$ cat src/rtl/reload_timer_pkg.sv
// Purpose : Shared constants and types for the dual reloadable down-timer.
// Assumes : 4-bit register bus, 16-bit byte addresses.
// Notes   : Offsets are the printed addresses.
package reload_timer_pkg;

  localparam logic [15:0] ADDR_MODE_CTRL   = 16'hFFC0;
  localparam logic [15:0] ADDR_CLK_TONE    = 16'hFFC1;
  localparam logic [15:0] ADDR_T0_DIV_RUN  = 16'hFFC2;
  localparam logic [15:0] ADDR_T1_DIV_RUN  = 16'hFFC3;
  localparam logic [15:0] ADDR_T0_RLD_LO   = 16'hFFC4;
  localparam logic [15:0] ADDR_T0_RLD_HI   = 16'hFFC5;
  localparam logic [15:0] ADDR_T1_RLD_LO   = 16'hFFC6;
  localparam logic [15:0] ADDR_T1_RLD_HI   = 16'hFFC7;
  localparam logic [15:0] ADDR_T0_CNT_LO   = 16'hFFC8;
  localparam logic [15:0] ADDR_T0_CNT_HI   = 16'hFFC9;
  localparam logic [15:0] ADDR_T1_CNT_LO   = 16'hFFCA;
  localparam logic [15:0] ADDR_T1_CNT_HI   = 16'hFFCB;
  localparam logic [15:0] ADDR_IRQ_EN      = 16'hFFE2;
  localparam logic [15:0] ADDR_IRQ_FLAG    = 16'hFFF2;

  // Bit positions inside the 4-bit registers.
  localparam int BIT_CHAIN    = 3;
  localparam int BIT_EVENT    = 2;
  localparam int BIT_FILTER   = 1;
  localparam int BIT_POLARITY = 0;
  localparam int BIT_TONE_SRC = 3;
  localparam int BIT_TONE_EN  = 2;
  localparam int BIT_CLK_T1   = 1;
  localparam int BIT_CLK_T0   = 0;
  localparam int BIT_DIV_MSB  = 3;
  localparam int BIT_DIV_LSB  = 2;
  localparam int BIT_PRELOAD  = 1;
  localparam int BIT_RUN      = 0;

  localparam logic [3:0] RST_NIBBLE = 4'h0;
  localparam logic [7:0] RST_COUNT  = 8'h00;

  // Prescaler ratios for codes 00, 01, 10, 11.
  localparam int DIV_CODE0 = 1;
  localparam int DIV_CODE1 = 4;
  localparam int DIV_CODE2 = 32;
  localparam int DIV_CODE3 = 256;

  // Filter clock frequency in Hz and system clock in Hz.
  localparam int FILTER_HZ     = 2048;
  localparam int SYS_CLK_HZ    = 25000000;
  localparam int FILTER_CYCLES = SYS_CLK_HZ / FILTER_HZ;

  typedef struct packed {
    logic        wr;
    logic        rd;
    logic [15:0] addr;
    logic [3:0]  wdata;
  } reg_req_t;

  typedef struct packed {
    logic chain;
    logic event_mode;
    logic filter;
    logic polarity;
  } mode_ctrl_t;

endpackage : reload_timer_pkg

$ cat src/rtl/dual_reload_down_timer.sv
// Purpose : Two 8-bit reloadable down-counters, chainable to 16 bits, with tone output.
// Assumes : slow_clk, fast_clk and ext_count_pin are asynchronous and sampled here.
// Notes   : Count clocks are edges detected in the clk domain.
//
// Decided for this implementation: the address-and-strobe port.
`timescale 1ns/1ps
module dual_reload_down_timer
  import reload_timer_pkg::*;
#(
  parameter int FILTER_DIV = FILTER_CYCLES
) (
  input  wire logic                        clk,
  input  wire logic                        rst_b,
  input  wire reload_timer_pkg::reg_req_t  req,
  output logic [3:0]                       rdata,
  input  wire logic                        slow_clk,
  input  wire logic                        fast_clk,
  input  wire logic                        ext_count_pin,
  output logic                             tone_out_pin,
  output logic                             irq_t0,
  output logic                             irq_t1
);
  import reload_timer_pkg::*;

  // ----------------------------------------------------------------
  // Registers
  // ----------------------------------------------------------------
  mode_ctrl_t  mode_q;
  logic        tone_out_source_sel_q, tone_out_en_q;
  logic [1:0]  src_clk_sel_q;
  logic [1:0]  div_sel_t0_q, div_sel_t1_q;
  logic [1:0]  run_q;
  logic [7:0]  reload_value_t0_q, reload_value_t1_q;
  logic [7:0]  count_value_t0_q, count_value_t1_q;
  logic [3:0]  held_hi_t0_q, held_hi_t1_q;
  logic [1:0]  irq_enable_q;
  logic [1:0]  scratch_q;
  logic [1:0]  irq_flag_q;
  logic        tone_out_q;
  logic [1:0]  preload_d;
  logic        wr_en;

  assign wr_en = req.wr;

  function automatic logic hit(input reg_req_t r, input logic [15:0] a);
    hit = r.addr == a;
  endfunction : hit

  always_ff @(posedge clk) begin
    if (!rst_b) begin
      mode_q                <= '0;
      tone_out_source_sel_q <= 1'b0;
      tone_out_en_q         <= 1'b0;
      src_clk_sel_q         <= 2'b00;
      div_sel_t0_q          <= 2'b00;
      div_sel_t1_q          <= 2'b00;
      run_q                 <= 2'b00;
      irq_enable_q          <= 2'b00;
      scratch_q             <= 2'b00;
    end else if (wr_en) begin
      if (hit(req, ADDR_MODE_CTRL)) begin
        mode_q <= mode_ctrl_t'(req.wdata);
      end
      if (hit(req, ADDR_CLK_TONE)) begin
        tone_out_source_sel_q <= req.wdata[BIT_TONE_SRC];
        tone_out_en_q         <= req.wdata[BIT_TONE_EN];
        src_clk_sel_q         <= {req.wdata[BIT_CLK_T1], req.wdata[BIT_CLK_T0]};
      end
      if (hit(req, ADDR_T0_DIV_RUN)) begin
        div_sel_t0_q <= req.wdata[BIT_DIV_MSB:BIT_DIV_LSB];
        run_q[0]     <= req.wdata[BIT_RUN];
      end
      if (hit(req, ADDR_T1_DIV_RUN)) begin
        div_sel_t1_q <= req.wdata[BIT_DIV_MSB:BIT_DIV_LSB];
        run_q[1]     <= req.wdata[BIT_RUN];
      end
      if (hit(req, ADDR_IRQ_EN)) begin
        scratch_q    <= req.wdata[3:2];
        irq_enable_q <= req.wdata[1:0];
      end
    end
  end

  always_ff @(posedge clk) begin
    if (!rst_b) begin
      reload_value_t0_q <= RST_COUNT;
      reload_value_t1_q <= RST_COUNT;
    end else if (wr_en) begin
      if (hit(req, ADDR_T0_RLD_LO)) reload_value_t0_q[3:0] <= req.wdata;
      if (hit(req, ADDR_T0_RLD_HI)) reload_value_t0_q[7:4] <= req.wdata;
      if (hit(req, ADDR_T1_RLD_LO)) reload_value_t1_q[3:0] <= req.wdata;
      if (hit(req, ADDR_T1_RLD_HI)) reload_value_t1_q[7:4] <= req.wdata;
    end
  end

  always_comb begin
    preload_d[0] = wr_en && hit(req, ADDR_T0_DIV_RUN) && req.wdata[BIT_PRELOAD];
    preload_d[1] = wr_en && hit(req, ADDR_T1_DIV_RUN) && req.wdata[BIT_PRELOAD];
  end

  // ----------------------------------------------------------------
  // Input synchronisers and edge detection
  // ----------------------------------------------------------------
  logic [1:0] slow_sync_q, fast_sync_q, pin_sync_q;
  logic       slow_last_q, fast_last_q, pin_last_q;

  always_ff @(posedge clk) begin
    if (!rst_b) begin
      slow_sync_q <= 2'b00;
      fast_sync_q <= 2'b00;
      pin_sync_q  <= 2'b11;
      slow_last_q <= 1'b0;
      fast_last_q <= 1'b0;
      pin_last_q  <= 1'b1;
    end else begin
      slow_sync_q <= {slow_sync_q[0], slow_clk};
      fast_sync_q <= {fast_sync_q[0], fast_clk};
      pin_sync_q  <= {pin_sync_q[0], ext_count_pin};
      slow_last_q <= slow_sync_q[1];
      fast_last_q <= fast_sync_q[1];
      pin_last_q  <= pin_sync_q[1];
    end
  end

  logic slow_tick, fast_tick;
  assign slow_tick = slow_sync_q[1] & ~slow_last_q;
  assign fast_tick = fast_sync_q[1] & ~fast_last_q;

  // ----------------------------------------------------------------
  // Glitch filter: pin level accepted on the second 2048 Hz falling edge
  // ----------------------------------------------------------------
  logic [$clog2(FILTER_DIV+1)-1:0] filt_cnt_q;
  logic       filt_fall;
  logic [1:0] filt_seen_q;
  logic       filt_level_q, filt_last_q;

  assign filt_fall = filt_cnt_q == '0;

  always_ff @(posedge clk) begin
    if (!rst_b) begin
      filt_cnt_q <= '0;
    end else if (filt_fall) begin
      filt_cnt_q <= ($clog2(FILTER_DIV+1))'(FILTER_DIV - 1);
    end else begin
      filt_cnt_q <= filt_cnt_q - 1'b1;
    end
  end

  always_ff @(posedge clk) begin
    if (!rst_b) begin
      filt_seen_q  <= 2'b00;
      filt_level_q <= 1'b1;
      filt_last_q  <= 1'b1;
    end else begin
      filt_last_q <= filt_level_q;
      if (pin_last_q == filt_level_q) begin
        filt_seen_q <= 2'b00;
      end else if (filt_fall) begin
        if (filt_seen_q == 2'b01) begin
          filt_level_q <= pin_last_q;
          filt_seen_q  <= 2'b00;
        end else begin
          filt_seen_q <= 2'b01;
        end
      end
    end
  end

  // Event edge selected from filtered or raw level and polarity.
  logic ev_cur, ev_prev, ev_tick;
  always_comb begin
    ev_cur  = mode_q.filter ? filt_level_q : pin_last_q;
    ev_prev = mode_q.filter ? filt_last_q : pin_sync_q[1];
    // Raw path compares the newer sample to the older one.
    if (!mode_q.filter) begin
      ev_cur  = pin_sync_q[1];
      ev_prev = pin_last_q;
    end
    ev_tick = mode_q.polarity ? (ev_cur & ~ev_prev) : (~ev_cur & ev_prev);
  end

  // ----------------------------------------------------------------
  // Prescalers
  // ----------------------------------------------------------------
  function automatic logic [7:0] div_mask(input logic [1:0] code);
    case (code)
      2'b11:   div_mask = 8'(DIV_CODE3 - 1);
      2'b10:   div_mask = 8'(DIV_CODE2 - 1);
      2'b01:   div_mask = 8'(DIV_CODE1 - 1);
      default: div_mask = 8'(DIV_CODE0 - 1);
    endcase
  endfunction : div_mask

  logic [7:0] pre_t0_q, pre_t1_q;
  logic       src_t0, src_t1, pre_tick_t0, pre_tick_t1;

  assign src_t0      = src_clk_sel_q[0] ? fast_tick : slow_tick;
  assign src_t1      = src_clk_sel_q[1] ? fast_tick : slow_tick;
  assign pre_tick_t0 = src_t0 && ((pre_t0_q & div_mask(div_sel_t0_q)) == div_mask(div_sel_t0_q));
  assign pre_tick_t1 = src_t1 && ((pre_t1_q & div_mask(div_sel_t1_q)) == div_mask(div_sel_t1_q));

  always_ff @(posedge clk) begin
    if (!rst_b) begin
      pre_t0_q <= 8'h00;
      pre_t1_q <= 8'h00;
    end else begin
      if (!run_q[0] || preload_d[0]) pre_t0_q <= 8'h00;
      else if (src_t0) pre_t0_q <= pre_t0_q + 8'h01;
      if (!run_q[1] || preload_d[1]) pre_t1_q <= 8'h00;
      else if (src_t1) pre_t1_q <= pre_t1_q + 8'h01;
    end
  end

  // ----------------------------------------------------------------
  // Counters
  // ----------------------------------------------------------------
  logic clk_t0, clk_t1, uf_t0, uf_t1;
  // Event mode drops the prescaler path of timer 0 only.
  assign clk_t0 = run_q[0] && (mode_q.event_mode ? ev_tick : pre_tick_t0);
  assign uf_t0  = clk_t0 && count_value_t0_q == 8'h00;
  // Chained mode steps timer 1 from timer 0 underflow.
  assign clk_t1 = mode_q.chain ? uf_t0 : (run_q[1] && pre_tick_t1);
  assign uf_t1  = clk_t1 && count_value_t1_q == 8'h00;

  always_ff @(posedge clk) begin
    if (!rst_b) begin
      count_value_t0_q <= RST_COUNT;
    end else if (preload_d[0] || uf_t0) begin
      count_value_t0_q <= reload_value_t0_q;
    end else if (clk_t0) begin
      count_value_t0_q <= count_value_t0_q - 8'h01;
    end
  end

  always_ff @(posedge clk) begin
    if (!rst_b) begin
      count_value_t1_q <= RST_COUNT;
    end else if (preload_d[1] || uf_t1) begin
      count_value_t1_q <= reload_value_t1_q;
    end else if (clk_t1) begin
      count_value_t1_q <= count_value_t1_q - 8'h01;
    end
  end

  // ----------------------------------------------------------------
  // Flags, tone and interrupt outputs
  // ----------------------------------------------------------------
  logic [1:0] uf_irq, flag_clr;
  assign uf_irq   = {uf_t1, uf_t0 && !mode_q.chain};
  assign flag_clr = (wr_en && hit(req, ADDR_IRQ_FLAG)) ? req.wdata[1:0] : 2'b00;

  always_ff @(posedge clk) begin
    if (!rst_b) begin
      irq_flag_q <= 2'b00;
    end else begin
      irq_flag_q <= (irq_flag_q & ~flag_clr) | uf_irq;
    end
  end

  always_ff @(posedge clk) begin
    if (!rst_b) begin
      irq_t0 <= 1'b0;
      irq_t1 <= 1'b0;
    end else begin
      irq_t0 <= irq_flag_q[0] & irq_enable_q[0];
      irq_t1 <= irq_flag_q[1] & irq_enable_q[1];
    end
  end

  logic tone_uf;
  assign tone_uf = (tone_out_source_sel_q || mode_q.chain) ? uf_t1 : uf_t0;

  always_ff @(posedge clk) begin
    if (!rst_b) begin
      tone_out_q   <= 1'b0;
      tone_out_pin <= 1'b1;
    end else begin
      if (tone_uf) tone_out_q <= ~tone_out_q;
      tone_out_pin <= tone_out_en_q ? tone_out_q : 1'b1;
    end
  end

  // ----------------------------------------------------------------
  // Read port
  // ----------------------------------------------------------------
  always_ff @(posedge clk) begin
    if (!rst_b) begin
      held_hi_t0_q <= RST_NIBBLE;
      held_hi_t1_q <= RST_NIBBLE;
    end else if (req.rd) begin
      if (hit(req, ADDR_T0_CNT_LO)) held_hi_t0_q <= count_value_t0_q[7:4];
      if (hit(req, ADDR_T1_CNT_LO)) held_hi_t1_q <= count_value_t1_q[7:4];
    end
  end

  always_ff @(posedge clk) begin
    if (!rst_b) begin
      rdata <= RST_NIBBLE;
    end else if (req.rd) begin
      case (req.addr)
        ADDR_MODE_CTRL:  rdata <= 4'(mode_q);
        ADDR_CLK_TONE:   rdata <= {tone_out_source_sel_q, tone_out_en_q, src_clk_sel_q};
        ADDR_T0_DIV_RUN: rdata <= {div_sel_t0_q, 1'b0, run_q[0]};
        ADDR_T1_DIV_RUN: rdata <= {div_sel_t1_q, 1'b0, run_q[1]};
        ADDR_T0_RLD_LO:  rdata <= reload_value_t0_q[3:0];
        ADDR_T0_RLD_HI:  rdata <= reload_value_t0_q[7:4];
        ADDR_T1_RLD_LO:  rdata <= reload_value_t1_q[3:0];
        ADDR_T1_RLD_HI:  rdata <= reload_value_t1_q[7:4];
        ADDR_T0_CNT_LO:  rdata <= count_value_t0_q[3:0];
        ADDR_T0_CNT_HI:  rdata <= held_hi_t0_q;
        ADDR_T1_CNT_LO:  rdata <= count_value_t1_q[3:0];
        ADDR_T1_CNT_HI:  rdata <= held_hi_t1_q;
        ADDR_IRQ_EN:     rdata <= {scratch_q, irq_enable_q};
        ADDR_IRQ_FLAG:   rdata <= {2'b00, irq_flag_q};
        default:         rdata <= RST_NIBBLE;
      endcase
    end else begin
      rdata <= RST_NIBBLE;
    end
  end

  // ----------------------------------------------------------------
  // Assertions
  // ----------------------------------------------------------------
  a_uf_reload: assert property (@(posedge clk) disable iff (!rst_b)
    uf_t0 && !preload_d[0] |=> count_value_t0_q == $past(reload_value_t0_q))
    else $error("timer 0 did not reload on underflow");
  a_flag_set: assert property (@(posedge clk) disable iff (!rst_b)
    uf_irq[1] |=> irq_flag_q[1])
    else $error("timer 1 flag not set on underflow");
  a_chain_no_t0_irq: assert property (@(posedge clk) disable iff (!rst_b)
    mode_q.chain && !irq_flag_q[0] && !flag_clr[0] |=> !irq_flag_q[0] || !$past(mode_q.chain))
    else $error("timer 0 flagged while chained");
  a_tone_idle_high: assert property (@(posedge clk) disable iff (!rst_b)
    !tone_out_en_q |=> tone_out_pin)
    else $error("tone pin not high while disabled");
  a_tone_toggle: assert property (@(posedge clk) disable iff (!rst_b)
    tone_uf |=> tone_out_q != $past(tone_out_q))
    else $error("tone did not toggle");
  a_stop_holds: assert property (@(posedge clk) disable iff (!rst_b)
    !run_q[0] && !preload_d[0] |=> $stable(count_value_t0_q))
    else $error("stopped timer 0 changed");
  a_preload_copy: assert property (@(posedge clk) disable iff (!rst_b)
    preload_d[1] |=> count_value_t1_q == $past(reload_value_t1_q))
    else $error("preload did not copy reload value");
  a_hold_high: assert property (@(posedge clk) disable iff (!rst_b)
    req.rd && hit(req, ADDR_T0_CNT_LO) |=> held_hi_t0_q == $past(count_value_t0_q[7:4]))
    else $error("high nibble not frozen");

endmodule : dual_reload_down_timer

$ cat config.mk
export PLATFORM = sky130hd
export DESIGN_NAME = dual_reload_down_timer
export DESIGN_NICKNAME = d
export VERILOG_FILES = /design/src/rtl/reload_timer_pkg.sv /design/src/rtl/dual_reload_down_timer.sv
export SDC_FILE = /design/constraint.sdc
export NUM_CORES = 1
export LEC_CHECK = 0
export BUFFER_PORTS_ARGS = -buffer_cell sky130_fd_sc_hd__buf_2
export CAP_MARGIN = 30
export CORE_MARGIN = 2
export CORE_UTILIZATION = 30
export CTS_CLUSTER_SIZE = 25
export DETAILED_ROUTE_END_ITERATION = 8
export HOLD_SLACK_MARGIN = 0.15
export PLACE_DENSITY_LB_ADDON = 0.08
export SYNTH_ARGS = -nofsm -noshare
export SYNTH_HDL_FRONTEND = slang
export SYNTH_SLANG_ARGS = --single-unit
export TNS_END_PERCENT = 100
$ cat constraint.sdc
create_clock -name clk -period 3 [get_ports clk]
set_input_delay 0.45 -clock clk [delete_from_list [all_inputs] [get_ports clk]]
set_output_delay 0.45 -clock clk [all_outputs]
set_load 0.02 [all_outputs]
==> flow_summary.toml <==
[setup_path]
cp_top_family = "compound AO/OA/AOI/OAI gates"
max_stage_delay_ns = 0.45
critPathMaxFanout = 11
endpoint_kind = "flip-flop"
cp.arrival_ns = 2.73
crit_buf_inv = 1
path_cells = "nor2b_1 > mux4_2 > a32oi_1 > o21bai_1 > buf_4 > a21oi_1 > o2bb2ai_1 > a22o_1"
cp-start-kind = "flip-flop"
startpoint = "filt_level_q"
r2r_cells = 8
worst_ep_required_time_ns = 3.25
path_class = "flip-flop to flip-flop"
ff2ff_setup_slack_ns = 0.52
worstSetupPathDepth = 8
cp_slowest_cell = "mux4_2"
crit_path_end = "count_value_t1_q[7]"
r2r-start = "filt_level_q"
r2r_end = "count_value_t1_q[7]"

[min_path]
hold_path.class = "primary input to flip-flop"

[synth]
avgSynthCellArea_sq_um = 8.62
yosys-top-cells-area = "dfxtp_1 43%, mux2i_1 7.3%, nor2_1 6.7%"
synth.net_count = 622
synthTopCellsByCount = "110 x dfxtp_1, 91 x nor2_1, 48 x nand2_1"
synth_edf_count = 0
ys_seq_area_frac = 0.433
netlist_area_sq_um = 5090
ys_warn_count = 0
synth.distinct_cells = 64
synth_top_cell_by_area = "dfxtp_1"
ys_async_sr_fraction = 0
syn_inst = 590
yosysMostFrequentCell = "dfxtp_1"
synth_top_area_frac = 0.433
ys_seq_elements = 110
synth_flop_cell = "dfxtp_1"

[layout]
area_growth_pct = 14.0
finalNetCount = 655
multiInputGateArea_sq_um = 2730
final_area_sq_um = 5800
seq_area_sq_um = 2200
num_antenna_cells = 0
nFillCells = 1743
drive_above_1_share = 0.116
final_cells = 848

[timing]
fin_crit_sh = 0.826
finalClockSkew_ns = 0.00805
finalSetupViolCount = 0
fin_hold_ws_ns = 0.277
slew_viol_final = 0
max_freq_mhz = 404
tightest_slew_ns = 0.737
layout_min_cycle_time_ns = 2.48
rsz0062_at_grt = "false"
finalHoldViolations = 0
fin_tns_setup_ns = 0
maxSlewHeadroom = 0.504

[clocking]
post-cts-setup-buffers = 0
clock_sinks = 110
cts_tree = "yes"
htree_levels = 3
cts_hold_buffers = 0
cts-root-buf = "clkbuf_16"
cts-resized-gates = 0
clkTransAtPathRegs_ns = 0.07
cts_buffers = 9
clock_path_buffers = 2
clock_latency_ns = 0.36

[run]
maxCapViolations = 0

[drt]
wire_per_inst_um = 17.9
drt-total-wl_mm = 15.2
drtPass1Iterations = 5
drc = 0
drtIter0Drc = 332
antenna_left = 0
via_count = 4485
avgViaCountPerCell = 5.29

[grt]
grt_start_max_net_pins = 33
grt_usage = 0.172
grt_pass1_vias = 4144
grt_pass1_wl_mm = 23.6
grt-ovfl-total = 0
antenna_found_initial = 0

[die]
die_x_um = 134
die_area_sq_um = 18000
die_h_um = 134
boundaryPins = 34
start_util = 0.307
rows = 47
coreArea_sq_um = 16600

[place]
dp.cells = 832
placed_cell_area_sq_um = 5520
place_hpwl_mm = 11.2
port_buffers = 33
place.gp.congestion = 0.909

[power_and_ir_drop]
total_power_mw = 3.19
leakage_nw = 2.21
power.density_nw_per_um2 = 549
worst_ir_drop_vdd_mv = 0.309

[outcome]
status = "complete, no violations"
cells in the final DEF (no fill, tap or decap), types with 6 or more instances in the layout:
cell type  count
nand4_1       10
a22oi_1       11
inv_1         15
or3_1          6
nand2_1       48
a31oi_1        6
xor2_1        14
nand3_1       25
o21ai_0        8
clkbuf_16      9
nor2_1        91
and3_1         6
nor2b_1        6
nor4_1         9
mux2i_1       37
dfxtp_1      110
buf_2         33
nand2b_1       7
nor3_1        15
and2_1         8
xnor2_1       14
a21oi_1       38
buf_4         12
o21ai_1        9
flip-flops by register name, indices dropped and copies added (netlist names), 4 cells and up:
signal and count:
rdata 4, held_hi_t1_q 4, filt_cnt_q 14, count_value_t0_q 8
pre_t1_q 8, reload_value_t1_q 8, held_hi_t0_q 4, reload_value_t0_q 8
mode_q 4, pre_t0_q 8, count_value_t1_q 8
worst min path at each step:
stage                    from              to  cells after the start
2_1_floorplan   pin_sync_q[0]   pin_sync_q[1]                      1
3_3_place_gp    filt_cnt_q[0]   filt_cnt_q[0]                      1
3_5_place_dp   fast_sync_q[0]  fast_sync_q[1]                      1
4_1_cts         ext_count_pin   pin_sync_q[0]                      2
5_1_grt         ext_count_pin   pin_sync_q[0]                      2
6_report        ext_count_pin   pin_sync_q[0]                      2
final cells by class:
| class | count | share of cell area |
|---|---|---|
| clock buffer | 13 | 0.0449 |
| timing repair buffer | 45 | 0.0440 |
| sequential | 110 | 0.380 |
| multi-input combinational | 441 | 0.470 |
| tap | 220 | 0.0475 |
| clock inverter | 3 | 0.00324 |
| inverter | 16 | 0.0104 |
power by group:
group          switching, mW  total [mW]  internal [mW]
Sequential            0.0698        1.61           1.54
Combinational          0.252       0.425          0.174
Clock                  0.546        1.15          0.609
per-layer routing:
metal  share of wire  routed length, um  track usage  vias to the layer above
li1                -                  -            -                     2179
met3           0.052                786       0.0378                       29
met5               0                  0            0                        -
met4           0.027                404       0.0632                        0
met1            0.50               7590        0.249                     2130
met2            0.42               6390        0.247                      147
cells by family after synthesis:
logic type,share of synthesized area
fa+ha+maj,0.0123
compound gates,0.135
buf+inv,0.0305
flops,0.433
mux,0.0839
xor+xnor,0.0482
simple gates,0.257
through the flow:
stage | setup WS, ns | utilization
after floorplan | 0.639 | -
after global placement | 0.500 | 0.333
after detailed placement | 0.483 | 0.333
after CTS | 0.529 | 0.350
after global routing | 0.342 | 0.350
final | 0.523 | 0.350
Power figures use the tool's default switching activity.
